===== config.mk =====
export PLATFORM = sky130hd
export DESIGN_NAME = ppc_top
export DESIGN_NICKNAME = d
export VERILOG_FILES = /design/src/ppc_pkg.sv /design/src/ppc_top.sv
export VERILOG_INCLUDE_DIRS = /design/src /design/src/src
export SDC_FILE = /design/constraint.sdc
export NUM_CORES = 1
export LEC_CHECK = 0
export ABC_AREA = 1
export ABC_CLOCK_PERIOD_IN_PS = 950
export BUFFER_PORTS_ARGS = -buffer_cell sky130_fd_sc_hd__clkbuf_2
export CAP_MARGIN = 20
export CORE_MARGIN = 10
export CORE_UTILIZATION = 52
export CTS_CLUSTER_DIAMETER = 60
export DETAILED_ROUTE_END_ITERATION = 16
export PLACE_DENSITY = 0.8
export RECOVER_POWER = 100
export SETUP_SLACK_MARGIN = 0.1
export SYNTH_ARGS = -nofsm -noshare
export SYNTH_HDL_FRONTEND = slang
export SYNTH_SLANG_ARGS = --single-unit

===== constraint.sdc =====
create_clock -name CLK -period 0.95 [get_ports CLK]
set_input_delay 0.285 -clock CLK [delete_from_list [all_inputs] [get_ports CLK]]
set_output_delay 0.285 -clock CLK [all_outputs]
set_load 0.005 [all_outputs]

===== src/ppc_regs.svh =====
// Behaviour
// - Pull-up bit 1 turns on first-port pin pull-up, 0 turns it off.
// - First-port pin driven as output keeps its pull-up off whatever the bit.
// - Slew bit 1 enables output slew limiting on its first-port pin, 0 disables.
// - Slew bit has no effect while its first-port pin is an input.
// - Drive bit selects low or high output drive of its first-port pin.
// - Filter bit 1 enables the input low-pass filter, 0 disables it.
// - Filter bits are set during and after reset.
// - Software writing 0 to a filter bit switches that filter off.
// - Second-port bit 0 is output only; input-related controls do nothing.
// - Data reads return the pin level for second-port pins that are inputs.
// - Every data write is stored into all eight latch bits.
// - Second-port output pins are driven with their latch bit.
// - Reset clears the latch; only the zero of bit 0 is driven out.
// - After reset port pins other than second-port bit 0 are undriven inputs with pull-ups off.
// - Direction 0 disables the driver; data reads return the pin level.
// - Direction 1 enables the driver; data reads return the latch.
// - Reads of latch bit 0 always return the latch value.
// - Direction bit 0 has no effect on the output-only pin.
`ifndef PPC_REGS_SVH
`define PPC_REGS_SVH

`define PPC_ADDR_W        3
`define PPC_DATA_W        8

`define PPC_OFS_PULLUP    3'h0
`define PPC_OFS_SLEW      3'h1
`define PPC_OFS_DRIVE     3'h2
`define PPC_OFS_FILTER    3'h3
`define PPC_OFS_DATA      3'h4
`define PPC_OFS_DIR       3'h5

`define PPC_RST_PULLUP    8'h00
`define PPC_RST_SLEW      8'h00
`define PPC_RST_DRIVE     8'h00
`define PPC_RST_FILTER    8'hFF
`define PPC_RST_DATA      8'h00
`define PPC_RST_DIR       8'h00

`define PPC_OUT_ONLY_MASK 8'h01
`define PPC_SYNC_STAGES   2

`endif


===== src/ppc_pkg.sv =====
package ppc_pkg;

  typedef logic [7:0] ppc_byte_type;

  // Pad controls of the first port, one bit per pin
  typedef struct packed {
    ppc_byte_type pullup_on;
    ppc_byte_type slew_on;
    ppc_byte_type drive_high;
    ppc_byte_type filter_on;
  } ppc_first_ctrl_type;

  typedef enum logic [2:0] {
    PPC_SEL_PULLUP,
    PPC_SEL_SLEW,
    PPC_SEL_DRIVE,
    PPC_SEL_FILTER,
    PPC_SEL_DATA,
    PPC_SEL_DIR,
    PPC_SEL_NONE
  } ppc_sel_type;

endpackage : ppc_pkg


===== src/ppc_top.sv =====
`timescale 1ns/1ps
`default_nettype none
`include "ppc_regs.svh"

module ppc_top (
  input  wire logic                        CLK,
  input  wire logic                        RST_B,
  input  wire logic [`PPC_ADDR_W-1:0]      ADDR,
  input  wire logic [`PPC_DATA_W-1:0]      WDATA,
  input  wire logic                        WR,
  input  wire logic                        RD,
  output var  logic [`PPC_DATA_W-1:0]      RDATA,
  input  wire logic [7:0]                  FIRST_PORT_DIR,
  output var  ppc_pkg::ppc_first_ctrl_type FIRST_CTRL,
  input  wire logic [7:0]                  SECOND_PIN_IN,
  output var  logic [7:0]                  SECOND_PIN_OUT,
  output var  logic [7:0]                  SECOND_PIN_OE
);
  import ppc_pkg::*;

  ppc_byte_type pullup_reg;
  ppc_byte_type slew_reg;
  ppc_byte_type drive_reg;
  ppc_byte_type filter_reg;
  ppc_byte_type data_reg;
  ppc_byte_type dir_reg;
  ppc_byte_type sync1_reg;
  ppc_byte_type sync2_reg;
  ppc_byte_type data_view;
  ppc_byte_type eff_dir;
  ppc_byte_type rdata_next;
  ppc_byte_type rdata_reg;
  ppc_sel_type  wr_sel;
  ppc_sel_type  rd_sel;

  function automatic ppc_sel_type ppc_decode(input logic [`PPC_ADDR_W-1:0] a);
    unique case (a)
      `PPC_OFS_PULLUP: ppc_decode = PPC_SEL_PULLUP;
      `PPC_OFS_SLEW:   ppc_decode = PPC_SEL_SLEW;
      `PPC_OFS_DRIVE:  ppc_decode = PPC_SEL_DRIVE;
      `PPC_OFS_FILTER: ppc_decode = PPC_SEL_FILTER;
      `PPC_OFS_DATA:   ppc_decode = PPC_SEL_DATA;
      `PPC_OFS_DIR:    ppc_decode = PPC_SEL_DIR;
      default:         ppc_decode = PPC_SEL_NONE;
    endcase
  endfunction : ppc_decode

  assign wr_sel = WR ? ppc_decode(ADDR) : PPC_SEL_NONE;
  assign rd_sel = RD ? ppc_decode(ADDR) : PPC_SEL_NONE;

  // First-port control registers
  always_ff @(posedge CLK or negedge RST_B) begin
    if (!RST_B) begin
      pullup_reg <= `PPC_RST_PULLUP;
    end else if (wr_sel == PPC_SEL_PULLUP) begin
      pullup_reg <= WDATA;
    end
  end

  always_ff @(posedge CLK or negedge RST_B) begin
    if (!RST_B) begin
      slew_reg <= `PPC_RST_SLEW;
    end else if (wr_sel == PPC_SEL_SLEW) begin
      slew_reg <= WDATA;
    end
  end

  always_ff @(posedge CLK or negedge RST_B) begin
    if (!RST_B) begin
      drive_reg <= `PPC_RST_DRIVE;
    end else if (wr_sel == PPC_SEL_DRIVE) begin
      drive_reg <= WDATA;
    end
  end

  always_ff @(posedge CLK or negedge RST_B) begin
    if (!RST_B) begin
      filter_reg <= `PPC_RST_FILTER;
    end else if (wr_sel == PPC_SEL_FILTER) begin
      filter_reg <= WDATA;
    end
  end

  // Second-port latch and direction
  always_ff @(posedge CLK or negedge RST_B) begin
    if (!RST_B) begin
      data_reg <= `PPC_RST_DATA;
    end else if (wr_sel == PPC_SEL_DATA) begin
      data_reg <= WDATA;
    end
  end

  always_ff @(posedge CLK or negedge RST_B) begin
    if (!RST_B) begin
      dir_reg <= `PPC_RST_DIR;
    end else if (wr_sel == PPC_SEL_DIR) begin
      dir_reg <= WDATA;
    end
  end

  // Two-stage pin synchroniser; only the second stage is read
  always_ff @(posedge CLK or negedge RST_B) begin
    if (!RST_B) begin
      sync1_reg <= 8'h00;
      sync2_reg <= 8'h00;
    end else begin
      sync1_reg <= SECOND_PIN_IN;
      sync2_reg <= sync1_reg;
    end
  end

  // Output-only bit ignores its direction bit and is always driven
  assign eff_dir = dir_reg | `PPC_OUT_ONLY_MASK;

  genvar gi;
  generate
    for (gi = 0; gi < 8; gi++) begin : g_view
      // Outputs read the latch, inputs read the synchronised pin
      assign data_view[gi] = eff_dir[gi] ? data_reg[gi] : sync2_reg[gi];
    end
  endgenerate

  always_comb begin
    rdata_next = 8'h00;
    unique case (rd_sel)
      PPC_SEL_PULLUP: rdata_next = pullup_reg;
      PPC_SEL_SLEW:   rdata_next = slew_reg;
      PPC_SEL_DRIVE:  rdata_next = drive_reg;
      PPC_SEL_FILTER: rdata_next = filter_reg;
      PPC_SEL_DATA:   rdata_next = data_view;
      PPC_SEL_DIR:    rdata_next = dir_reg;
      PPC_SEL_NONE:   rdata_next = 8'h00;
    endcase
  end

  // Read data stand only in the cycle after the strobe
  always_ff @(posedge CLK or negedge RST_B) begin
    if (!RST_B) begin
      rdata_reg <= 8'h00;
    end else begin
      rdata_reg <= rdata_next;
    end
  end

  assign RDATA = rdata_reg;

  // Pad control outputs
  assign FIRST_CTRL.pullup_on  = pullup_reg & ~FIRST_PORT_DIR;
  assign FIRST_CTRL.slew_on    = slew_reg & FIRST_PORT_DIR;
  assign FIRST_CTRL.drive_high = drive_reg;
  assign FIRST_CTRL.filter_on  = filter_reg;

  assign SECOND_PIN_OUT = data_reg;
  assign SECOND_PIN_OE  = eff_dir;

  // Checks
  AST_PULLUP_OUT_OFF: assert property (
    @(posedge CLK) disable iff (!RST_B)
    (FIRST_CTRL.pullup_on & FIRST_PORT_DIR) == 8'h00)
    else $error("pull-up on for a pin driven as output");

  AST_PULLUP_FOLLOWS: assert property (
    @(posedge CLK) disable iff (!RST_B)
    (WR && ADDR == `PPC_OFS_PULLUP) |=>
      FIRST_CTRL.pullup_on == ($past(WDATA) & ~FIRST_PORT_DIR))
    else $error("pull-up outputs do not follow written value");

  AST_SLEW_INPUT_OFF: assert property (
    @(posedge CLK) disable iff (!RST_B)
    (FIRST_CTRL.slew_on & ~FIRST_PORT_DIR) == 8'h00)
    else $error("slew limiting on for an input pin");

  AST_SLEW_FOLLOWS: assert property (
    @(posedge CLK) disable iff (!RST_B)
    (WR && ADDR == `PPC_OFS_SLEW) |=>
      FIRST_CTRL.slew_on == ($past(WDATA) & FIRST_PORT_DIR))
    else $error("slew outputs do not follow written value");

  AST_DRIVE_FOLLOWS: assert property (
    @(posedge CLK) disable iff (!RST_B)
    (WR && ADDR == `PPC_OFS_DRIVE) |=> FIRST_CTRL.drive_high == $past(WDATA))
    else $error("drive select does not follow written value");

  AST_FILTER_CLEAR: assert property (
    @(posedge CLK) disable iff (!RST_B)
    (WR && ADDR == `PPC_OFS_FILTER) |=> FIRST_CTRL.filter_on == $past(WDATA))
    else $error("filter enable does not follow written value");

  AST_FILTER_HOLD: assert property (
    @(posedge CLK) disable iff (!RST_B)
    !(WR && ADDR == `PPC_OFS_FILTER) |=> $stable(FIRST_CTRL.filter_on))
    else $error("filter enable changed without a write");

  AST_LATCH_ALL: assert property (
    @(posedge CLK) disable iff (!RST_B)
    (WR && ADDR == `PPC_OFS_DATA) |=> SECOND_PIN_OUT == $past(WDATA))
    else $error("data write not stored into all latch bits");

  AST_OE_DIR: assert property (
    @(posedge CLK) disable iff (!RST_B)
    (WR && ADDR == `PPC_OFS_DIR) |=>
      SECOND_PIN_OE == ($past(WDATA) | `PPC_OUT_ONLY_MASK))
    else $error("driver enables do not follow direction write");

  AST_BIT0_DRIVEN: assert property (
    @(posedge CLK) disable iff (!RST_B)
    SECOND_PIN_OE[0])
    else $error("output-only pin not driven");

  AST_READ_DATA: assert property (
    @(posedge CLK) disable iff (!RST_B)
    (RD && ADDR == `PPC_OFS_DATA && !WR) |=>
      (RDATA & $past(eff_dir)) == ($past(data_reg) & $past(eff_dir)))
    else $error("data read of output bits differs from latch");

  AST_READ_PIN: assert property (
    @(posedge CLK) disable iff (!RST_B)
    ((SECOND_PIN_IN | `PPC_OUT_ONLY_MASK) == 8'hFF)[*3] ##0
      (RD && ADDR == `PPC_OFS_DATA && dir_reg == 8'h00) |=> (RDATA | `PPC_OUT_ONLY_MASK) == 8'hFF)
    else $error("data read of input bits differs from pin");

  AST_READ_ONCE: assert property (
    @(posedge CLK) disable iff (!RST_B)
    !RD |=> RDATA == 8'h00)
    else $error("read data present without a read strobe");

  AST_DIR_READBACK: assert property (
    @(posedge CLK) disable iff (!RST_B)
    (WR && ADDR == `PPC_OFS_DIR) ##1 (RD && ADDR == `PPC_OFS_DIR) |=>
      RDATA == $past(WDATA, 2))
    else $error("direction readback wrong");

  // Reset values are checked while reset is held
  AST_RST_OUTPUTS: assert property (
    @(posedge CLK)
    !RST_B |-> (FIRST_CTRL.pullup_on == 8'h00 && SECOND_PIN_OE == `PPC_OUT_ONLY_MASK))
    else $error("pins not undriven inputs with pull-ups off during reset");

  AST_RST_FILTER: assert property (
    @(posedge CLK)
    !RST_B |-> FIRST_CTRL.filter_on == 8'hFF)
    else $error("filter enables not set during reset");

  AST_RST_LATCH: assert property (
    @(posedge CLK)
    !RST_B |-> SECOND_PIN_OUT == 8'h00)
    else $error("data latch not cleared during reset");

  AST_RST_RDATA: assert property (
    @(posedge CLK)
    !RST_B |-> RDATA == 8'h00)
    else $error("read data not cleared during reset");

  AST_PULLUP_HOLD: assert property (
    @(posedge CLK) disable iff (!RST_B)
    !(WR && ADDR == `PPC_OFS_PULLUP) ##1 $stable(FIRST_PORT_DIR) |-> $stable(FIRST_CTRL.pullup_on))
    else $error("pull-up outputs changed without a write");

  AST_SLEW_HOLD: assert property (
    @(posedge CLK) disable iff (!RST_B)
    !(WR && ADDR == `PPC_OFS_SLEW) ##1 $stable(FIRST_PORT_DIR) |-> $stable(FIRST_CTRL.slew_on))
    else $error("slew outputs changed without a write");

  AST_DRIVE_HOLD: assert property (
    @(posedge CLK) disable iff (!RST_B)
    !(WR && ADDR == `PPC_OFS_DRIVE) |=> $stable(FIRST_CTRL.drive_high))
    else $error("drive select changed without a write");

  AST_LATCH_HOLD: assert property (
    @(posedge CLK) disable iff (!RST_B)
    !(WR && ADDR == `PPC_OFS_DATA) |=> $stable(SECOND_PIN_OUT))
    else $error("data latch changed without a write");

  AST_DIR_HOLD: assert property (
    @(posedge CLK) disable iff (!RST_B)
    !(WR && ADDR == `PPC_OFS_DIR) |=> $stable(SECOND_PIN_OE))
    else $error("driver enables changed without a write");

  AST_READ_BIT0: assert property (
    @(posedge CLK) disable iff (!RST_B)
    (RD && ADDR == `PPC_OFS_DATA) |=> RDATA[0] == $past(SECOND_PIN_OUT[0]))
    else $error("read of output-only bit differs from latch");

  AST_UNMAPPED_READ: assert property (
    @(posedge CLK) disable iff (!RST_B)
    (RD && ADDR > `PPC_OFS_DIR) |=> RDATA == 8'h00)
    else $error("unmapped read returned nonzero data");

  AST_UNMAPPED_WRITE: assert property (
    @(posedge CLK) disable iff (!RST_B)
    (WR && ADDR > `PPC_OFS_DIR) |=>
      ($stable(SECOND_PIN_OUT) && $stable(SECOND_PIN_OE) && $stable(FIRST_CTRL.filter_on)))
    else $error("unmapped write changed a register");

  AST_READ_PIN_LOW: assert property (
    @(posedge CLK) disable iff (!RST_B)
    ((SECOND_PIN_IN & ~`PPC_OUT_ONLY_MASK) == 8'h00)[*3] ##0
      (RD && ADDR == `PPC_OFS_DATA && dir_reg == 8'h00) |=> (RDATA & ~`PPC_OUT_ONLY_MASK) == 8'h00)
    else $error("data read of low input bits differs from pin");

  // Pin levels reach the read path two edges after they are sampled
  AST_SYNC_DELAY: assert property (
    @(posedge CLK) disable iff (!RST_B)
    $past(RST_B, 2) |-> sync2_reg == $past(SECOND_PIN_IN, 2))
    else $error("pin synchroniser delay wrong");

  AST_DATA_READBACK: assert property (
    @(posedge CLK) disable iff (!RST_B)
    (WR && ADDR == `PPC_OFS_DATA) ##1 (RD && ADDR == `PPC_OFS_DATA) |=>
      (RDATA & $past(SECOND_PIN_OE)) == ($past(WDATA, 2) & $past(SECOND_PIN_OE)))
    else $error("data readback of output bits wrong");

  AST_PULLUP_READBACK: assert property (
    @(posedge CLK) disable iff (!RST_B)
    (WR && ADDR == `PPC_OFS_PULLUP) ##1 (RD && ADDR == `PPC_OFS_PULLUP) |=>
      RDATA == $past(WDATA, 2))
    else $error("pull-up readback wrong");

  AST_SLEW_READBACK: assert property (
    @(posedge CLK) disable iff (!RST_B)
    (WR && ADDR == `PPC_OFS_SLEW) ##1 (RD && ADDR == `PPC_OFS_SLEW) |=>
      RDATA == $past(WDATA, 2))
    else $error("slew readback wrong");

  AST_DRIVE_READBACK: assert property (
    @(posedge CLK) disable iff (!RST_B)
    (WR && ADDR == `PPC_OFS_DRIVE) ##1 (RD && ADDR == `PPC_OFS_DRIVE) |=>
      RDATA == $past(WDATA, 2))
    else $error("drive readback wrong");

  AST_FILTER_READBACK: assert property (
    @(posedge CLK) disable iff (!RST_B)
    (WR && ADDR == `PPC_OFS_FILTER) ##1 (RD && ADDR == `PPC_OFS_FILTER) |=>
      RDATA == $past(WDATA, 2))
    else $error("filter readback wrong");

  AST_FILTER_ZERO: assert property (
    @(posedge CLK) disable iff (!RST_B)
    (WR && ADDR == `PPC_OFS_FILTER && WDATA == 8'h00) |=> FIRST_CTRL.filter_on == 8'h00)
    else $error("filter still on after clearing write");

  AST_PULLUP_INPUT_ON: assert property (
    @(posedge CLK) disable iff (!RST_B)
    (WR && ADDR == `PPC_OFS_PULLUP && WDATA == 8'hFF) ##1 (FIRST_PORT_DIR == 8'h00)
      |-> FIRST_CTRL.pullup_on == 8'hFF)
    else $error("pull-up off on an input pin with its bit set");

  AST_SLEW_ALL_ON: assert property (
    @(posedge CLK) disable iff (!RST_B)
    (WR && ADDR == `PPC_OFS_SLEW && WDATA == 8'hFF) ##1 (FIRST_PORT_DIR == 8'hFF)
      |-> FIRST_CTRL.slew_on == 8'hFF)
    else $error("slew limiting off on an output pin with its bit set");

  AST_OE_INPUTS: assert property (
    @(posedge CLK) disable iff (!RST_B)
    (WR && ADDR == `PPC_OFS_DIR && WDATA == 8'h00) |=> SECOND_PIN_OE == `PPC_OUT_ONLY_MASK)
    else $error("driver enabled on a pin set as input");

endmodule : ppc_top

`default_nettype wire

# --- After elaboration in Yosys (flattened, before gate mapping) ---
# Cells that the tools add are included.
classes:
  eq_ne: 16
  muxes: 11
  reduce_logical: 3
  bitwise: 3
ops:
  columns: ["operator", "count"]
  rows:
  - ["$pmux 8 s7", 1]
  - ["$eq 3x3->1 const B", 7]
  - ["$eq 3x2->1 const B", 6]
  - ["$pmux 3 s6", 1]
  - ["$and 8x8->8", 2]
  - ["$eq 3x1->1 const B", 3]
  - ["$logic_not 3->1", 3]
  - ["$not 8->8", 1]
  - ["$mux 1", 7]
  - ["$mux 3", 2]
totals:
  word_cells: 42
  input_bits: 31
  reg_bits: 72
  output_inout_bits: 56

# --- Depth between registers and ports, before layout ---
logic_depth:
  word_depth: 5
  mapped_depth: 8
  mapped_depth_nobuf: 7

# --- Worst setup path before layout ---
# OpenSTA, ideal clock, no wires.
synth_timing:
  path_type: "input-to-reg"
  from: "in ADDR[1]"
  to: "reg slew_reg[7]"
  required_time_ps: 826
  cell_stages: 8
  setup_time_ps: 124
  path_buffers: 2
  arrival_ps: 1019
  setup_slack_ps: -193
  cell_sequence: "buf_6 > inv_2 > nand2_2 > nor2_2 > nand2_2 > buf_2 > nand2_1 > o21ai_1"
synth_via:
  elab_chain_len: 4
  elab_cells_between_ends: 9
  classes_between: "eq/ne: 6; mux: 2; reduce/logical: 1"
synth_lines:
  columns: ["item", "line_no", "source"]
  rows:
  - ["from (decl)", "ppc_top.sv:8", "input wire logic [`PPC_ADDR_W-1:0] ADDR,"]
  - ["$eq 3x3->1, or another cell as far along", "ppc_top.sv:37", "unique case (a)"]
  - ["$pmux 3 s6 (*)", "ppc_top.sv:37", null]
  - ["$mux 3 (*)", "ppc_top.sv:48", "assign wr_sel = WR ? ppc_decode(ADDR) : PPC_SEL_NONE;"]
  - ["$eq 3x1->1 (*)", "ppc_top.sv:63", "end else if (wr_sel == PPC_SEL_SLEW) begin"]
  - ["to (signal assigned)", "ppc_top.sv:62", "slew_reg <= `PPC_RST_SLEW;"]
  - ["to (decl)", "ppc_top.sv:22", "ppc_byte_type slew_reg;"]
# Mark *: on every way between the ends. The rest lies on a longest branch, timed or not.
# A chain may end at the register's enable or synchronous reset.

# --- Worst setup path after layout ---
layout_timing:
  from: "reg filter_reg[1]"
  to: "out FIRST_CTRL[1] (netlist bit)"
layout_rtl:
  columns: ["item", "line_no", "source"]
  rows:
  - ["from (decl)", "ppc_top.sv:24", "ppc_byte_type filter_reg;"]
  - ["from (signal assigned)", "ppc_top.sv:78", "filter_reg <= `PPC_RST_FILTER;"]
  - ["to (decl)", "ppc_top.sv:14", "output var ppc_pkg::ppc_first_ctrl_type FIRST_CTRL,"]
# No word-level cell between the ends.

==> flow_summary.html <==
<table>
<tr><th>Metric</th><th>Value</th></tr>
<tr><th colspan="2">Outcome</th></tr>
<tr><td>Run status</td><td>finished with violations</td></tr>
<tr><td>Violated checks</td><td>setup timing</td></tr>
<tr><th colspan="2">Critical path</th></tr>
<tr><td>Cell type group with the largest total delay on the critical path</td><td>flip-flops</td></tr>
<tr><td>Delay of the slowest critical-path stage</td><td>590 ps</td></tr>
<tr><td>Type of element capturing the critical path</td><td>output port</td></tr>
<tr><td>Slowest stage cell, crit path</td><td>sky130_fd_sc_hd__dfstp_2</td></tr>
<tr><td>CP max FO</td><td>2</td></tr>
<tr><td>Cells along the critical path</td><td>buf_6</td></tr>
<tr><td>Logic depth of the worst register-to-register path</td><td>8</td></tr>
<tr><td>Required time of the worst setup path</td><td>660 ps</td></tr>
<tr><td>CP Data Arrival Time</td><td>1070 ps</td></tr>
<tr><td>WS Path Type</td><td>reg2out</td></tr>
<tr><td>Combined buffer and inverter count along the critical path</td><td>1</td></tr>
<tr><td>Crit path launch type</td><td>register</td></tr>
<tr><td>Number of cells on the critical path</td><td>1</td></tr>
<tr><th colspan="2">Layout</th></tr>
<tr><td>Leading cell type in the layout, fill and taps excluded</td><td>sky130_fd_sc_hd__nand2_1</td></tr>
<tr><td>Final #Nets</td><td>560</td></tr>
<tr><td>Fraction of final layout cells sized beyond drive strength 1</td><td>49.4%</td></tr>
<tr><td>Area Overhead vs Synth</td><td>54.7%</td></tr>
<tr><td>Antenna diode count</td><td>0</td></tr>
<tr><td>Commonest cells after routing, fill and taps aside</td><td>sky130_fd_sc_hd__nand2_1, sky130_fd_sc_hd__dfrtp_1, sky130_fd_sc_hd__clkbuf_2, sky130_fd_sc_hd__buf_4</td></tr>
<tr><th colspan="2">Timing</th></tr>
<tr><td>Count of pins over their slew limit</td><td>0</td></tr>
<tr><td>Worst-case setup margin in the final layout</td><td>-407 ps</td></tr>
<tr><td>Endpoints failing hold</td><td>0</td></tr>
<tr><td>Setup repair after global routing missed its margin</td><td>true</td></tr>
<tr><td>Setup violations, final</td><td>89</td></tr>
<tr><td>Post-Route Skew</td><td>5.78 ps</td></tr>
<tr><td>Share of the cycle needed by the critical path after routing</td><td>143%</td></tr>
<tr><td>Final TNS setup</td><td>-17880 ps</td></tr>
<tr><td>Maximum achievable frequency</td><td>0.737 GHz</td></tr>
<tr><td>Min Tclk post-route</td><td>1360 ps</td></tr>
<tr><th colspan="2">GRT</th></tr>
<tr><td>Vias in the first global route</td><td>3241</td></tr>
<tr><td>Largest net degree at the start of global routing</td><td>40</td></tr>
<tr><td>Wire length of the first global-routing pass</td><td>15800 µm</td></tr>
<tr><td>Number of antenna violations at the first check in global routing</td><td>0</td></tr>
<tr><td>Grt total ovfl</td><td>0</td></tr>
<tr><td>GRT Resource Usage Total</td><td>20.4%</td></tr>
<tr><th colspan="2">Worst hold path</th></tr>
<tr><td>Kind of path behind the tightest hold check</td><td>in2reg</td></tr>
<tr><td>Cells on Worst Hold Path</td><td>1</td></tr>
<tr><th colspan="2">Die</th></tr>
<tr><td>Die area</td><td>9520 µm²</td></tr>
<tr><td>Site row count</td><td>28</td></tr>
<tr><td>Vertical die dimension</td><td>97.6 µm</td></tr>
<tr><td>Ports</td><td>87</td></tr>
<tr><td>Die X-Extent</td><td>97.6 µm</td></tr>
<tr><td>Floorplan Core Area</td><td>5890 µm²</td></tr>
<tr><td>Effective utilization at floorplan</td><td>53.1%</td></tr>
<tr><th colspan="2">Placed design</th></tr>
<tr><td>Number of buffers added on ports</td><td>84</td></tr>
<tr><td>Detailed-placement wirelength estimate</td><td>6110 µm</td></tr>
<tr><td>Final weighted congestion in routability-driven placement</td><td>0.832</td></tr>
<tr><td>Post-placement worst setup slack</td><td>-313 ps</td></tr>
<tr><th colspan="2">CTS</th></tr>
<tr><td>CTS tree</td><td>done</td></tr>
<tr><td>H-tree depth</td><td>3</td></tr>
<tr><td>Buffer levels on the longest clock path</td><td>2</td></tr>
<tr><td>Clock Pin Slew Worst Setup and Hold Paths</td><td>80 ps</td></tr>
<tr><td>CTS Root Buffer Type</td><td>sky130_fd_sc_hd__clkbuf_8</td></tr>
<tr><td>Total CTS buffers</td><td>9</td></tr>
<tr><td>Sink count of the clock tree</td><td>70</td></tr>
<tr><td>Worst skew pair latency</td><td>370 ps</td></tr>
<tr><th colspan="2">Synthesis</th></tr>
<tr><td>Syn avg cell area</td><td>8.55 µm²</td></tr>
<tr><td>Cells after synthesis</td><td>366</td></tr>
<tr><td>Synth Net Count</td><td>397</td></tr>
<tr><td>Seq/Total Area, Yosys</td><td>56.3%</td></tr>
<tr><td>Netlist area before placement</td><td>3130 µm²</td></tr>
<tr><td>Synth async-reset ratio</td><td>100%</td></tr>
<tr><td>Most instantiated flip-flop cell in the synthesis netlist</td><td>sky130_fd_sc_hd__dfrtp_1</td></tr>
<tr><td>Count of warnings emitted by yosys</td><td>0</td></tr>
<tr><td>Flop and latch count out of synthesis</td><td>70</td></tr>
<tr><td>Number of enable flip-flop cells after synthesis</td><td>0</td></tr>
<tr><td>Netlist cell types</td><td>19</td></tr>
<tr><th colspan="2">Route</th></tr>
<tr><td>Via-per-instance ratio</td><td>5.63</td></tr>
<tr><td>Routed wire length</td><td>12100 µm</td></tr>
<tr><td>Final antenna-violating net count</td><td>0</td></tr>
<tr><td>Count of routing violations after the opening detailed-route iteration</td><td>479</td></tr>
<tr><td>Detailed-route via count</td><td>3430</td></tr>
<tr><td>Number of design rule violations left after detail routing</td><td>0</td></tr>
<tr><td>First-pass detailed-route iteration total</td><td>9</td></tr>
<tr><td>Wire per inst</td><td>19.9 µm</td></tr>
<tr><th colspan="2">Power and ir drop</th></tr>
<tr><td>Power Density</td><td>1930 nW/µm²</td></tr>
<tr><td>Leakage power figure</td><td>2.59 nW</td></tr>
<tr><td>Worst vdd ir</td><td>0.00146 V</td></tr>
<tr><th colspan="2">Flow run</th></tr>
<tr><td>Reported max-cap violation count</td><td>0</td></tr>
</table>
-- synthesized netlist by cell type (2+ instances only) --
cell / instances / area, µm²
sky130_fd_sc_hd__nand3_2: 4 / 40.0
sky130_fd_sc_hd__o21ai_1: 48 / 240
sky130_fd_sc_hd__nand2_1: 110 / 413
sky130_fd_sc_hd__nand3_1: 16 / 80.1
sky130_fd_sc_hd__inv_1: 41 / 154
sky130_fd_sc_hd__buf_6: 2 / 22.5
sky130_fd_sc_hd__dfstp_2: 8 / 210
sky130_fd_sc_hd__nor2_4: 3 / 33.8
sky130_fd_sc_hd__buf_4: 11 / 82.6
sky130_fd_sc_hd__nand2_2: 4 / 25.0
sky130_fd_sc_hd__nor2_2: 2 / 12.5
sky130_fd_sc_hd__dfrtp_1: 62 / 1550
sky130_fd_sc_hd__nand4_1: 17 / 106
sky130_fd_sc_hd__nor2_1: 24 / 90.1
sky130_fd_sc_hd__inv_2: 5 / 18.8
sky130_fd_sc_hd__buf_2: 6 / 30.0
-- cells by family after synthesis --
kind of cell           count (synthesis)  synth area share (%)
AND/OR/NAND/NOR                      181                  25.9
flip-flops                            70                  56.3
other                                  1                 0.120
AO/OA/AOI/OAI                         48                  7.68
buffers and inverters                 66                  9.96
-- timing repair --
item	in CTS	in global routing
hold buffers	1	0
setup endpoints to repair	77	96
resized for setup	22	112
gates cloned	0	3
pin swaps	13	41
endpoints found under the hold margin	62	0
buffers inserted	44	22
-- stage by stage --
| step | instances | cell area (µm²) | power [mW] | util (%) | hold WS (ps) |
|---|---|---|---|---|---|
| final | 609 | 4840 | 9.35 | 82.2 | 16.7 |
| after global routing | 609 | 4840 | 9.76 | 82.2 | 9.97 |
| after CTS | 594 | 4480 | 8.58 | 76.1 | 15.6 |
| after detailed placement | 533 | 3850 | 5.43 | 65.3 | 299 |
| after global placement | 533 | 3850 | 5.35 | 65.3 | 296 |
| after floorplan | 366 | 3220 | 4.60 | - | -10.6 |
-- per-layer routing --
layer | up-vias | routed length [µm] | global-route usage [%]
met5 | - | 0 | 0
met4 | 0 | 682 | 12.2
met3 | 65 | 1100 | 6.61
met2 | 241 | 5940 | 33.2
met1 | 1634 | 4400 | 22.8
li1 | 1490 | - | -
-- where the power goes --
group	total, mW	leakage, nW	internal [mW]	switching [mW]
Sequential	3.81	0.858	3.47	0.334
Combinational	2.87	1.63	1.51	1.36
Clock	2.67	0.105	1.43	1.24
-- worst paths after layout --
path	from	to	slack, ps
max	filter_reg[1]	FIRST_CTRL[1]	-410
min	SECOND_PIN_IN[6]	sync1_reg[6]	20
max reg2reg	dir_reg[4]	RDATA[4]	-270
min reg2reg	sync1_reg[4]	sync2_reg[4]	350
max in group asynchronous	RST_B	filter_reg[1]	90
min in group asynchronous	RST_B	sync2_reg[2]	500
-- area by class of cell --
| type | count | area [µm²] |
|---|---|---|
| sequential | 70 | 1760 |
| timing repair buffer | 170 | 1310 |
| multi-input combinational | 232 | 1270 |
| fill | 344 | 1050 |
| inverter | 46 | 185 |
| clock buffer | 12 | 165 |
| tap | 75 | 93.8 |
| clock inverter | 4 | 53.8 |
(Power assumes the default switching activity.)
